**src/fitp_consts.vh**
```
// Constants for the flag, interrupt-request and timer-expired pin block.
// Assumes a 32-bit APB slave with 12-bit byte addresses.
`ifndef FITP_CONSTS_VH
`define FITP_CONSTS_VH

// Register byte offsets
`define FITP_OFF_FLAG_DIR 12'h000
`define FITP_OFF_FLAG_OUT 12'h004
`define FITP_OFF_FLAG_IN 12'h008
`define FITP_OFF_IRQ_EN 12'h00C
`define FITP_OFF_IRQ_MODE 12'h010
`define FITP_OFF_INT_STAT 12'h014
`define FITP_OFF_INT_MASK 12'h018
`define FITP_OFF_STRAP 12'h01C
`define FITP_OFF_FLAG_SET 12'h020
`define FITP_OFF_FLAG_CLR 12'h024

// Decoded register selects
`define FITP_SEL_NONE 4'h0
`define FITP_SEL_FLAG_DIR 4'h1
`define FITP_SEL_FLAG_OUT 4'h2
`define FITP_SEL_FLAG_IN 4'h3
`define FITP_SEL_IRQ_EN 4'h4
`define FITP_SEL_IRQ_MODE 4'h5
`define FITP_SEL_INT_STAT 4'h6
`define FITP_SEL_INT_MASK 4'h7
`define FITP_SEL_STRAP 4'h8
`define FITP_SEL_FLAG_SET 4'h9
`define FITP_SEL_FLAG_CLR 4'hA

// Reset values and the boot request-enable value
`define FITP_RST_FLAG_DIR 4'h0
`define FITP_RST_FLAG_OUT 4'h0
`define FITP_RST_IRQ_EN 4'h0
`define FITP_RST_IRQ_MODE 4'h0
`define FITP_RST_INT 5'h00
`define FITP_IRQ_ALL_ON 4'hF

// Field positions
`define FITP_STAT_TMR_BIT 4
`define FITP_STRAP_TMR_BIT 0
`define FITP_STRAP_BOOT_BIT 1
`define FITP_STRAP_DONE_BIT 2

// Cycles after reset release before the strap is caught
`define FITP_STRAP_SETTLE 2'h2

`endif

```
**src/fitp_sync.v**
```verilog
// Two-flop synchroniser for a group of asynchronous pin inputs.
// Assumes one clock; the first stage is read only by the second.
`timescale 1ns/1ps
module fitp_sync #(
  parameter WIDTH = 4,
  parameter [WIDTH-1:0] RST_VAL = {WIDTH{1'b0}}
) (
  // Clock and reset
  input wire pclk,
  input wire presetn,
  // Asynchronous input and its synchronised copy
  input wire [WIDTH-1:0] async_in,
  output reg [WIDTH-1:0] sync_q
);
  reg [WIDTH-1:0] meta_q;

  always @(posedge pclk or negedge presetn) begin
    if (!presetn) begin
      meta_q <= RST_VAL;
      sync_q <= RST_VAL;
    end else begin
      meta_q <= async_in;
      sync_q <= meta_q;
    end
  end
endmodule

```
**src/fitp_irq_det.v**
```verilog
// Edge or level detector for one active-low interrupt request line.
// Assumes the line is already synchronised to pclk.
`timescale 1ns/1ps
module fitp_irq_det (
  // Clock and reset
  input wire pclk,
  input wire presetn,
  // Synchronised line and its settings
  input wire line_n,
  input wire edge_mode,
  input wire enable,
  // Request toward the interrupt controller
  output reg req_q
);
  reg prev_n_q;
  wire fall;

  // Idle level is high, so no false edge after reset
  assign fall = prev_n_q & ~line_n;

  always @(posedge pclk or negedge presetn) begin
    if (!presetn) begin
      prev_n_q <= 1'b1;
      req_q <= 1'b0;
    end else begin
      prev_n_q <= line_n;
      if (edge_mode) begin
        req_q <= enable & fall;
      end else begin
        req_q <= enable & ~line_n;
      end
    end
  end
endmodule

```
**src/fitp_top.v**
```verilog
// Flag pins, external interrupt request lines and timer-expired pin
// with an APB register file and one level interrupt output.
// Assumes pclk at 20 MHz, timer 0 and the vector table on the same clock.
//
// Functional notes
// (RULE1) Each flag pin has its own direction bit, independent of the other pins.
// (RULE2) After reset every flag pin is an input with its driver off until software changes it.
// (RULE3) The sensed level of each flag pin is given to the sequencer as a testable condition.
// (RULE4) An asserted and enabled request line raises its interrupt toward the controller.
// (RULE5) Each request line has its own choice of edge or level detection.
// (RULE6) Request lines stay disabled after reset unless the boot strap and ready vectors enable them.
// (RULE7) Each timer 0 expiry gives one pulse on the timer-expired pin; the code drops expiries that come before the strap is caught.
// (RULE8) During reset the timer-expired pin is a strap set by the board and sampled by the device.
// (RULE9) Flag and request inputs pass two flops before use, and requests are active low.
//
// Implementation choices: the register offsets and the APB slave port.
`timescale 1ns/1ps
`include "fitp_consts.vh"
module fitp_top #(
  parameter NFLAG = 4,
  parameter NIRQ = 4,
  parameter AW = 12
) (
  // APB slave
  input wire pclk,
  input wire presetn,
  input wire psel,
  input wire penable,
  input wire pwrite,
  input wire [AW-1:0] paddr,
  input wire [31:0] pwdata,
  output reg [31:0] prdata,
  output wire pready,
  output reg pslverr,
  // General flag pins
  input wire [NFLAG-1:0] general_flag_pins_i,
  output reg [NFLAG-1:0] general_flag_pins_o,
  output reg [NFLAG-1:0] general_flag_pins_oe_n,
  // Flag conditions toward the sequencer
  output reg [NFLAG-1:0] flag_cond_q,
  // External interrupt request lines, active low
  input wire [NIRQ-1:0] external_interrupt_lines_n,
  output wire [NIRQ-1:0] irq_req,
  // Boot strap and vector readiness
  input wire irq_boot_strap,
  input wire vectors_ready,
  // Timer 0 expiry and timer-expired pin
  input wire timer0_expire,
  input wire timer_expired_out_i,
  output reg timer_expired_out_o,
  output reg timer_expired_out_oe_n,
  // Interrupt output
  output wire int_out
);
  localparam NST = NIRQ + 1;

  // Address decode, shared by read and write paths
  function [3:0] reg_sel;
    input [AW-1:0] addr;
    begin
      case (addr)
        `FITP_OFF_FLAG_DIR: reg_sel = `FITP_SEL_FLAG_DIR;
        `FITP_OFF_FLAG_OUT: reg_sel = `FITP_SEL_FLAG_OUT;
        `FITP_OFF_FLAG_IN: reg_sel = `FITP_SEL_FLAG_IN;
        `FITP_OFF_IRQ_EN: reg_sel = `FITP_SEL_IRQ_EN;
        `FITP_OFF_IRQ_MODE: reg_sel = `FITP_SEL_IRQ_MODE;
        `FITP_OFF_INT_STAT: reg_sel = `FITP_SEL_INT_STAT;
        `FITP_OFF_INT_MASK: reg_sel = `FITP_SEL_INT_MASK;
        `FITP_OFF_STRAP: reg_sel = `FITP_SEL_STRAP;
        `FITP_OFF_FLAG_SET: reg_sel = `FITP_SEL_FLAG_SET;
        `FITP_OFF_FLAG_CLR: reg_sel = `FITP_SEL_FLAG_CLR;
        default: reg_sel = `FITP_SEL_NONE;
      endcase
    end
  endfunction

  // Registers
  reg [NFLAG-1:0] flag_dir_q;
  reg [NFLAG-1:0] flag_out_q;
  reg [NIRQ-1:0] irq_en_q;
  reg [NIRQ-1:0] irq_mode_q;
  reg [NST-1:0] int_stat_q;
  reg [NST-1:0] int_stat_d;
  reg [NST-1:0] int_mask_q;
  reg [1:0] strap_cnt_q;
  reg strap_done_q;
  reg strap_tmr_q;
  reg strap_boot_q;
  reg boot_arm_q;

  // Synchronised pins
  wire [NFLAG-1:0] flag_s;
  wire [NIRQ-1:0] irq_s_n;
  wire [1:0] strap_s;

  // Bus strobes
  wire setup;
  wire wr_en;
  wire [3:0] wr_sel;
  wire [3:0] rd_sel;
  wire [NST-1:0] events;
  // Decoded strobes and events
  wire irq_en_wr;
  wire irq_mode_wr;
  wire stat_wr;
  wire mask_wr;
  wire strap_catch;
  wire boot_fire;
  wire tmr_evt;

  assign pready = 1'b1;
  assign setup = psel & ~penable;
  assign wr_en = psel & penable & pwrite;
  assign wr_sel = reg_sel(paddr);
  assign rd_sel = reg_sel(paddr);

  // Write strobes per register, decoded once
  assign irq_en_wr = wr_en & (wr_sel == `FITP_SEL_IRQ_EN);
  assign irq_mode_wr = wr_en & (wr_sel == `FITP_SEL_IRQ_MODE);
  assign stat_wr = wr_en & (wr_sel == `FITP_SEL_INT_STAT);
  assign mask_wr = wr_en & (wr_sel == `FITP_SEL_INT_MASK);

  // Strap is caught once, after the chain has had time to settle
  assign strap_catch = ~strap_done_q & (strap_cnt_q == `FITP_STRAP_SETTLE);
  // Boot enable waits for the vectors, so no request finds an empty slot
  assign boot_fire = boot_arm_q & vectors_ready;
  // Expiries before the strap is caught are dropped to keep the pin free
  assign tmr_evt = timer0_expire & strap_done_q;

  fitp_sync #(
    .WIDTH(NFLAG),
    .RST_VAL({NFLAG{1'b0}})
  ) u_flag_sync (
    .pclk(pclk),
    .presetn(presetn),
    .async_in(general_flag_pins_i), // RULE9
    .sync_q(flag_s)
  );

  // Request lines rest high, so the chain resets high
  fitp_sync #(
    .WIDTH(NIRQ),
    .RST_VAL({NIRQ{1'b1}})
  ) u_irq_sync (
    .pclk(pclk),
    .presetn(presetn),
    .async_in(external_interrupt_lines_n), // RULE9
    .sync_q(irq_s_n)
  );

  fitp_sync #(
    .WIDTH(2),
    .RST_VAL(2'h0)
  ) u_strap_sync (
    .pclk(pclk),
    .presetn(presetn),
    .async_in({irq_boot_strap, timer_expired_out_i}),
    .sync_q(strap_s)
  );

  // One detector per request line
  genvar gi;
  generate
    for (gi = 0; gi < NIRQ; gi = gi + 1) begin : g_irq
      fitp_irq_det u_det (
        .pclk(pclk),
        .presetn(presetn),
        .line_n(irq_s_n[gi]), // RULE9
        .edge_mode(irq_mode_q[gi]), // RULE5
        .enable(irq_en_q[gi]),
        .req_q(irq_req[gi]) // RULE4
      );
    end
  endgenerate

  // Flag pins: direction and drive
  // Set and clear offsets spare software a read-modify-write
  always @(posedge pclk or negedge presetn) begin
    if (!presetn) begin
      flag_dir_q <= `FITP_RST_FLAG_DIR; // RULE2
      flag_out_q <= `FITP_RST_FLAG_OUT;
    end else if (wr_en) begin
      case (wr_sel)
        `FITP_SEL_FLAG_DIR: begin
          flag_dir_q <= pwdata[NFLAG-1:0]; // RULE1
        end
        `FITP_SEL_FLAG_OUT: begin
          flag_out_q <= pwdata[NFLAG-1:0];
        end
        `FITP_SEL_FLAG_SET: begin
          flag_out_q <= flag_out_q | pwdata[NFLAG-1:0];
        end
        `FITP_SEL_FLAG_CLR: begin
          flag_out_q <= flag_out_q & ~pwdata[NFLAG-1:0];
        end
        default: begin
          flag_out_q <= flag_out_q;
        end
      endcase
    end
  end

  // Pin drivers come from flops to avoid glitches on the board
  always @(posedge pclk or negedge presetn) begin
    if (!presetn) begin
      general_flag_pins_o <= {NFLAG{1'b0}};
      general_flag_pins_oe_n <= {NFLAG{1'b1}}; // RULE2
    end else begin
      general_flag_pins_o <= flag_out_q;
      general_flag_pins_oe_n <= ~flag_dir_q; // RULE1
    end
  end

  // Condition bits read the pin, so outputs read back their own drive
  always @(posedge pclk or negedge presetn) begin
    if (!presetn) begin
      flag_cond_q <= {NFLAG{1'b0}};
    end else begin
      flag_cond_q <= flag_s; // RULE3
    end
  end

  // Strap capture: pin held by the board, caught once the chain settles
  always @(posedge pclk or negedge presetn) begin
    if (!presetn) begin
      strap_cnt_q <= 2'h0;
      strap_done_q <= 1'b0;
      strap_tmr_q <= 1'b0;
      strap_boot_q <= 1'b0;
    end else if (!strap_done_q) begin
      if (strap_cnt_q == `FITP_STRAP_SETTLE) begin
        strap_done_q <= 1'b1;
        strap_tmr_q <= strap_s[0]; // RULE8
        strap_boot_q <= strap_s[1]; // RULE6
      end else begin
        strap_cnt_q <= strap_cnt_q + 2'h1;
      end
    end
  end

  // Boot arm: set by the strap, dropped once used or when software takes over
  always @(posedge pclk or negedge presetn) begin
    if (!presetn) begin
      boot_arm_q <= 1'b0;
    end else if (strap_catch) begin
      boot_arm_q <= strap_s[1]; // RULE6
    end else if (irq_en_wr | boot_fire) begin
      boot_arm_q <= 1'b0;
    end
  end

  // Request enables: off after reset; a software write beats the boot enable
  always @(posedge pclk or negedge presetn) begin
    if (!presetn) begin
      irq_en_q <= `FITP_RST_IRQ_EN; // RULE6
      irq_mode_q <= `FITP_RST_IRQ_MODE;
    end else begin
      if (irq_en_wr) begin
        irq_en_q <= pwdata[NIRQ-1:0];
      end else if (boot_fire) begin
        irq_en_q <= `FITP_IRQ_ALL_ON; // RULE6
      end
      if (irq_mode_wr) begin
        irq_mode_q <= pwdata[NIRQ-1:0]; // RULE5
      end
    end
  end

  // Timer-expired pin: released during reset and until the strap is caught
  always @(posedge pclk or negedge presetn) begin
    if (!presetn) begin
      timer_expired_out_o <= 1'b0;
      timer_expired_out_oe_n <= 1'b1; // RULE8
    end else begin
      timer_expired_out_oe_n <= ~strap_done_q; // RULE8
      timer_expired_out_o <= tmr_evt; // RULE7
    end
  end

  // Sticky status: a new event wins over a write-one clear
  assign events = {tmr_evt, irq_req};

  always @* begin
    int_stat_d = int_stat_q;
    if (stat_wr) begin
      int_stat_d = int_stat_d & ~pwdata[NST-1:0];
    end
    int_stat_d = int_stat_d | events; // RULE4
  end

  always @(posedge pclk or negedge presetn) begin
    if (!presetn) begin
      int_stat_q <= `FITP_RST_INT;
      int_mask_q <= `FITP_RST_INT;
    end else begin
      int_stat_q <= int_stat_d;
      if (mask_wr) begin
        int_mask_q <= pwdata[NST-1:0];
      end
    end
  end

  assign int_out = |(int_stat_q & int_mask_q);

  // Read data is loaded in setup, so the access phase needs no wait
  // Unmapped offsets read zero with an error; writes there are dropped
  always @(posedge pclk or negedge presetn) begin
    if (!presetn) begin
      prdata <= 32'h00000000;
      pslverr <= 1'b0;
    end else if (setup) begin
      pslverr <= (rd_sel == `FITP_SEL_NONE);
      prdata <= 32'h00000000;
      case (rd_sel)
        `FITP_SEL_FLAG_DIR: begin
          prdata[NFLAG-1:0] <= flag_dir_q;
        end
        `FITP_SEL_FLAG_OUT: begin
          prdata[NFLAG-1:0] <= flag_out_q;
        end
        `FITP_SEL_FLAG_IN: begin
          prdata[NFLAG-1:0] <= flag_s; // RULE3
        end
        `FITP_SEL_IRQ_EN: begin
          prdata[NIRQ-1:0] <= irq_en_q;
        end
        `FITP_SEL_IRQ_MODE: begin
          prdata[NIRQ-1:0] <= irq_mode_q;
        end
        `FITP_SEL_INT_STAT: begin
          prdata[NST-1:0] <= int_stat_q;
        end
        `FITP_SEL_INT_MASK: begin
          prdata[NST-1:0] <= int_mask_q;
        end
        `FITP_SEL_STRAP: begin
          prdata[`FITP_STRAP_TMR_BIT] <= strap_tmr_q;
          prdata[`FITP_STRAP_BOOT_BIT] <= strap_boot_q;
          prdata[`FITP_STRAP_DONE_BIT] <= strap_done_q;
        end
        default: begin
          prdata <= 32'h00000000;
        end
      endcase
    end
  end
endmodule

```
**config.mk**
```make
export PLATFORM = sky130hd
export DESIGN_NAME = fitp_top
export DESIGN_NICKNAME = d
export VERILOG_FILES = /design/src/fitp_sync.v /design/src/fitp_irq_det.v /design/src/fitp_top.v
export VERILOG_INCLUDE_DIRS = /design/src
export SDC_FILE = /design/constraint.sdc
export NUM_CORES = 1
export LEC_CHECK = 0
export ABC_AREA = 1
export BUFFER_PORTS_ARGS = -buffer_cell sky130_fd_sc_hd__buf_2
export CAP_MARGIN = 20
export CELL_PAD_IN_SITES_DETAIL_PLACEMENT = 2
export CELL_PAD_IN_SITES_GLOBAL_PLACEMENT = 2
export CORE_MARGIN = 2
export CORE_UTILIZATION = 34
export CTS_BUF_LIST = sky130_fd_sc_hd__clkbuf_4 sky130_fd_sc_hd__clkbuf_8
export DETAILED_ROUTE_END_ITERATION = 10
export GPL_TIMING_DRIVEN = 0
export MAX_ROUTING_LAYER = met4
export PLACE_DENSITY = 0.95
export SKIP_CTS_REPAIR_TIMING = 1
export SLEW_MARGIN = 30
export SYNTH_ARGS = -nofsm -noshare
export SYNTH_HDL_FRONTEND = slang
export SYNTH_SLANG_ARGS = --single-unit
export TNS_END_PERCENT = 30
```
**constraint.sdc**
```tcl
create_clock -name pclk -period 2.6 [get_ports pclk]
set_clock_uncertainty 0.05 [all_clocks]
set_input_delay 0.13 -clock pclk [delete_from_list [all_inputs] [get_ports pclk]]
set_output_delay 0.13 -clock pclk [all_outputs]
set_load 0.02 [all_outputs]
```
==> results by stage <==
Run status:
- The flow ran to the end, and the final reports show no timing, DRC or antenna violations.

Floorplanning:
- The number of primary I/O pins is 114.
- In this run the vertical extent of the chip is 107 um.
- The floorplan step defined a die boundary enclosing about 11,000 sq um.
- From left edge to right edge, the die measures 107 um.
- The core region is ~10,000 sq um.
- The number of rows created at floorplan is 37.
- The initial cell density of the core is 0.351.

Final layout:
- The post-layout net count is 550.
- The area of all placed cells without fillers is roughly 4500 sq um.
- The library cell used most frequently in the layout, excluding fill and tap cells, is sky130_fd_sc_hd__nand2_1.
- In the final layout, the share of cells above drive strength 1 is 0.329.
- The layout-stage area growth over the synthesis result is 24.6%.
- Counting the fill cells in the layout gives 1,142.
- The number of antenna cells inserted is 0.
- The end-of-flow core utilization is 0.437.
- The library cells used most frequently in the layout, excluding fill and tap cells, are sky130_fd_sc_hd__nand2_1, sky130_fd_sc_hd__dfrtp_1, sky130_fd_sc_hd__buf_2, sky130_fd_sc_hd__nand3_1, sky130_fd_sc_hd__inv_1.

Yosys:
- Of the post-synthesis cell area, the dominant cell type holds 0.435.
- The xor/xnor share of the synthesized area is 0.00242.
- The count of unique library cells instantiated by Yosys is 33.
- The synthesized-area fraction occupied by ao, oa, aoi and oai cells came to 0.0635.
- The post-synthesis adder-cell area fraction is 0.00345.
- In the synthesized netlist, the number of instances is 380.
- A synthesized cell averages 9.54 sq um.
- The count of warnings emitted by yosys is 0.
- The post-synthesis mux area share is 0.00311.
- Counting flops and latches in the post-synthesis netlist gives 80.
- Yosys attributes the largest share of cell area to sky130_fd_sc_hd__dfrtp_1, sky130_fd_sc_hd__dfstp_2, sky130_fd_sc_hd__nand2_1, sky130_fd_sc_hd__buf_4, sky130_fd_sc_hd__nand3_1.
- The simple-gate share of the synthesized area is 0.248.
- The share of the Yosys chip area taken by registers is 0.558.
- The combinational family with the most area after synthesis is simple AND/OR/NAND/NOR gates.
- Of all cell types, the one taking the most synthesized area is sky130_fd_sc_hd__dfrtp_1.
- The post-synthesis instance area is 3620 sq um.

Placed design:
- The worst slack at placement is 1.06 ns.
- The standard cell area after detailed placement is 4200 sq um.
- The number of input and output port buffers inserted is 58.
- The final weighted congestion in routability-driven placement is 0.870.
- The half-perimeter wire length of the detailed placement result is around 7.6 mm.

Routing:
- The total number of vias is 2,991.
- The via count normalized by instance count is 4.76.
- In this run, the number of DRC markers left after iteration 0 of detailed routing was 65.
- After detailed routing, the total wire length is 11.5 mm.
- Once detail routing completed, the nets flagged for antenna violations numbered 0.
- For this run, the detailed router's first-pass iteration total came to 5.
- In the routed design, unresolved DRC markers number 0.
- The average wire per standard cell is 18.2 um.

Pwr:
- In this run the static leakage power is 2.43 nW.
- Power comes to 0.00245 W.
- The largest voltage drop on the vdd net is 0.000366 V.
- The power per cell area is 543 nW/um^2.

Worst setup path:
- Data arrives at the worst endpoint at 1.56 ns.
- The number of cells on the worst reg-to-reg path is 4.
- In this run the critical register-to-register path is launched from strap_cnt_q[0]$_DFFE_PN0P_.
- The worst setup path is of the register to output pin kind.
- The category of the worst setup path capture point is an output pin.
- The destination of the worst register-to-register timing path is strap_tmr_q$_DFFE_PN0P_.
- The most critical setup path has its endpoint at int_out.
- The sort of element at the start of the critical path is a register.
- The launch point of the worst path is int_mask_q[3]$_DFFE_PN0P_.
- The setup check on the worst reg-to-reg path leaves a slack of 1.20 ns.
- The worst path required time is between 2 and 2.5 ns.
- Of all nets on the critical path, the largest fanout is 3.

Global route:
- Entering global routing, the biggest net connects 43 pins.
- Global routing finished with a remaining overflow of 0.
- The via count of the first global-routing pass is 3,322.
- The total track usage is 0.198.
- The wire length of the first global-routing pass is between 15 and 20 mm.
- The initial antenna violation count is 0.

STA:
- The setup TNS after final layout is 0 ns.
- The timing-limited maximum frequency is 573 MHz.
- The final count of hold timing violations was 0.
- The time the final worst path needs with I/O delays and setup is 1.74 ns.
- The total count of max-transition violations in the final report is 0.
- Setup violations remaining at the end of the flow were counted as 0.
- Headroom to the max-slew limit came out at 0.561.
- The slew at the pin closest to its max-slew limit is between 0.6 and 0.7 ns.
- Of the available clock period, the critical path in the final layout requires 0.671.
- In the post-route analysis, the smallest setup slack over all paths is 0.856 ns.
- Setup repair after global routing left no endpoint under its margin.

CTS:
- The tree is rooted in a sky130_fd_sc_hd__clkbuf_8.
- The tree built by TritonCTS fans out to 80 sinks.
- The clock insertion delay at the later pin of the skew report is ~0.37 ns.
- The CTS buffer count is 9.
- Counting along the longest clock path gives a buffer depth of 2.
- The number of H-tree levels is 3.
- The clock-pin slew reported for the worst setup and hold paths after clock tree synthesis is roughly 0.090 ns.
- TritonCTS built the clock tree.

Job:
- Across the run, the number of max-cap violations was 0.

Hold path:
- The class of the most critical hold timing path is input pin to register.
## metal layers
metal  wire [um]  track usage  vias to the layer above
met3         405       0.0334                       25
met1        4470        0.229                     1503
met4         312       0.0566                        0
met2        6280        0.354                       89
met5           0            -                        -
li1            -            -                     1374
## registers in the layout, indices dropped and copies added, names as in the netlist, 2 cells and up
register,cells
int_mask_q,5
int_stat_q,5
prdata,5
flag_cond_q,4
flag_dir_q,4
flag_out_q,4
g_irq.u_det.prev_n_q,4
g_irq.u_det.req_q,4
general_flag_pins_o,4
general_flag_pins_oe_n,4
irq_en_q,4
irq_mode_q,4
u_flag_sync.meta_q,4
u_flag_sync.sync_q,4
u_irq_sync.meta_q,4
u_irq_sync.sync_q,4
strap_cnt_q,2
u_strap_sync.meta_q,2
u_strap_sync.sync_q,2
## critical path, stage by stage (launching register included)
cell	delay, ns
sky130_fd_sc_hd__dfrtp_1	0.44
sky130_fd_sc_hd__nand2_1	0.10
sky130_fd_sc_hd__nand2_1	0.06
sky130_fd_sc_hd__a221oi_1	0.34
sky130_fd_sc_hd__nand2_1	0.08
sky130_fd_sc_hd__buf_2	0.18
## synth_stat cells
| library cell | count |
|---|---|
| sky130_fd_sc_hd__nand2_1 | 80 |
| sky130_fd_sc_hd__dfrtp_1 | 63 |
| sky130_fd_sc_hd__nand3_1 | 45 |
| sky130_fd_sc_hd__inv_1 | 38 |
| sky130_fd_sc_hd__buf_4 | 32 |
| sky130_fd_sc_hd__nor2_1 | 22 |
| sky130_fd_sc_hd__dfstp_2 | 17 |
| sky130_fd_sc_hd__o21ai_1 | 16 |
| sky130_fd_sc_hd__o21ai_0 | 10 |
| sky130_fd_sc_hd__nor2_2 | 8 |
| sky130_fd_sc_hd__nand2_2 | 5 |
| sky130_fd_sc_hd__a211oi_1 | 4 |
| sky130_fd_sc_hd__a22oi_1 | 4 |
| sky130_fd_sc_hd__inv_2 | 4 |
| sky130_fd_sc_hd__nand2_4 | 4 |
| sky130_fd_sc_hd__nand4_1 | 4 |
| sky130_fd_sc_hd__nand3_2 | 3 |
| sky130_fd_sc_hd__nor2_4 | 3 |
| sky130_fd_sc_hd__buf_6 | 2 |
| sky130_fd_sc_hd__conb_1 | 2 |
| sky130_fd_sc_hd__nor2_8 | 2 |
| sky130_fd_sc_hd__a221oi_1 | 1 |
| sky130_fd_sc_hd__a31oi_1 | 1 |
| sky130_fd_sc_hd__clkinv_2 | 1 |
| sky130_fd_sc_hd__ha_1 | 1 |
| sky130_fd_sc_hd__inv_4 | 1 |
| sky130_fd_sc_hd__mux2_2 | 1 |
| sky130_fd_sc_hd__nand3_4 | 1 |
| sky130_fd_sc_hd__nand3b_1 | 1 |
| sky130_fd_sc_hd__nor3_2 | 1 |
| sky130_fd_sc_hd__o21ai_2 | 1 |
| sky130_fd_sc_hd__o21ai_4 | 1 |
| sky130_fd_sc_hd__xor2_1 | 1 |
## area by class of cell
class,instances,area [sq um],area share
sequential,80,2020,0.448
buffer,34,263,0.0582
inverter,44,169,0.0374
timing repair buffer,71,433,0.0959
clock inverter,3,25.0,0.00554
tap,136,170,0.0377
clock buffer,13,166,0.0369
multi-input combinational,248,1270,0.280
## logic make-up (layout without fill, tap and decap cells)
logic type | count (synthesis) | in the layout
fa+ha+maj | 1 | 1
compound gates | 38 | 38
buf+inv | 78 | 165
mux | 1 | 1
flops | 80 | 80
other cells | 2 | 28
xor+xnor | 1 | 1
simple gates | 179 | 179
## metrics by stage
stage          hold slack (ns)  cells
3_3_place_gp             0.186    600
6_report                0.0423    629
4_1_cts                 -0.268    617
5_1_grt                 0.0489    629
3_5_place_dp             0.110    601
2_1_floorplan           -0.216    406
## report_power, final
| group | internal (W) | switching (W) |
|---|---|---|
| combinational | 0.0000908 | 0.000156 |
| sequential | 0.00128 | 0.0000168 |
| clock | 0.000427 | 0.000479 |
| total | 0.00180 | 0.000651 |
## worst min-delay path by stage
stage	end	cells after the start	start	slack (ns)
finish	int_mask_q[4]$_DFFE_PN0P_	3	pwdata[4]	0.04
CTS	flag_out_q[1]$_DFFE_PN0P_	1	presetn	-0.27
global route	int_mask_q[4]$_DFFE_PN0P_	3	pwdata[4]	0.05
floorplan	boot_arm_q$_DFFE_PN0P_	0	presetn	-0.22
detailed placement	flag_out_q[1]$_DFFE_PN0P_	1	presetn	0.11
global placement	u_irq_sync.meta_q[1]$_DFF_PN1_	1	external_interrupt_lines_n[1]	0.19
(Power assumes the default switching activity.)
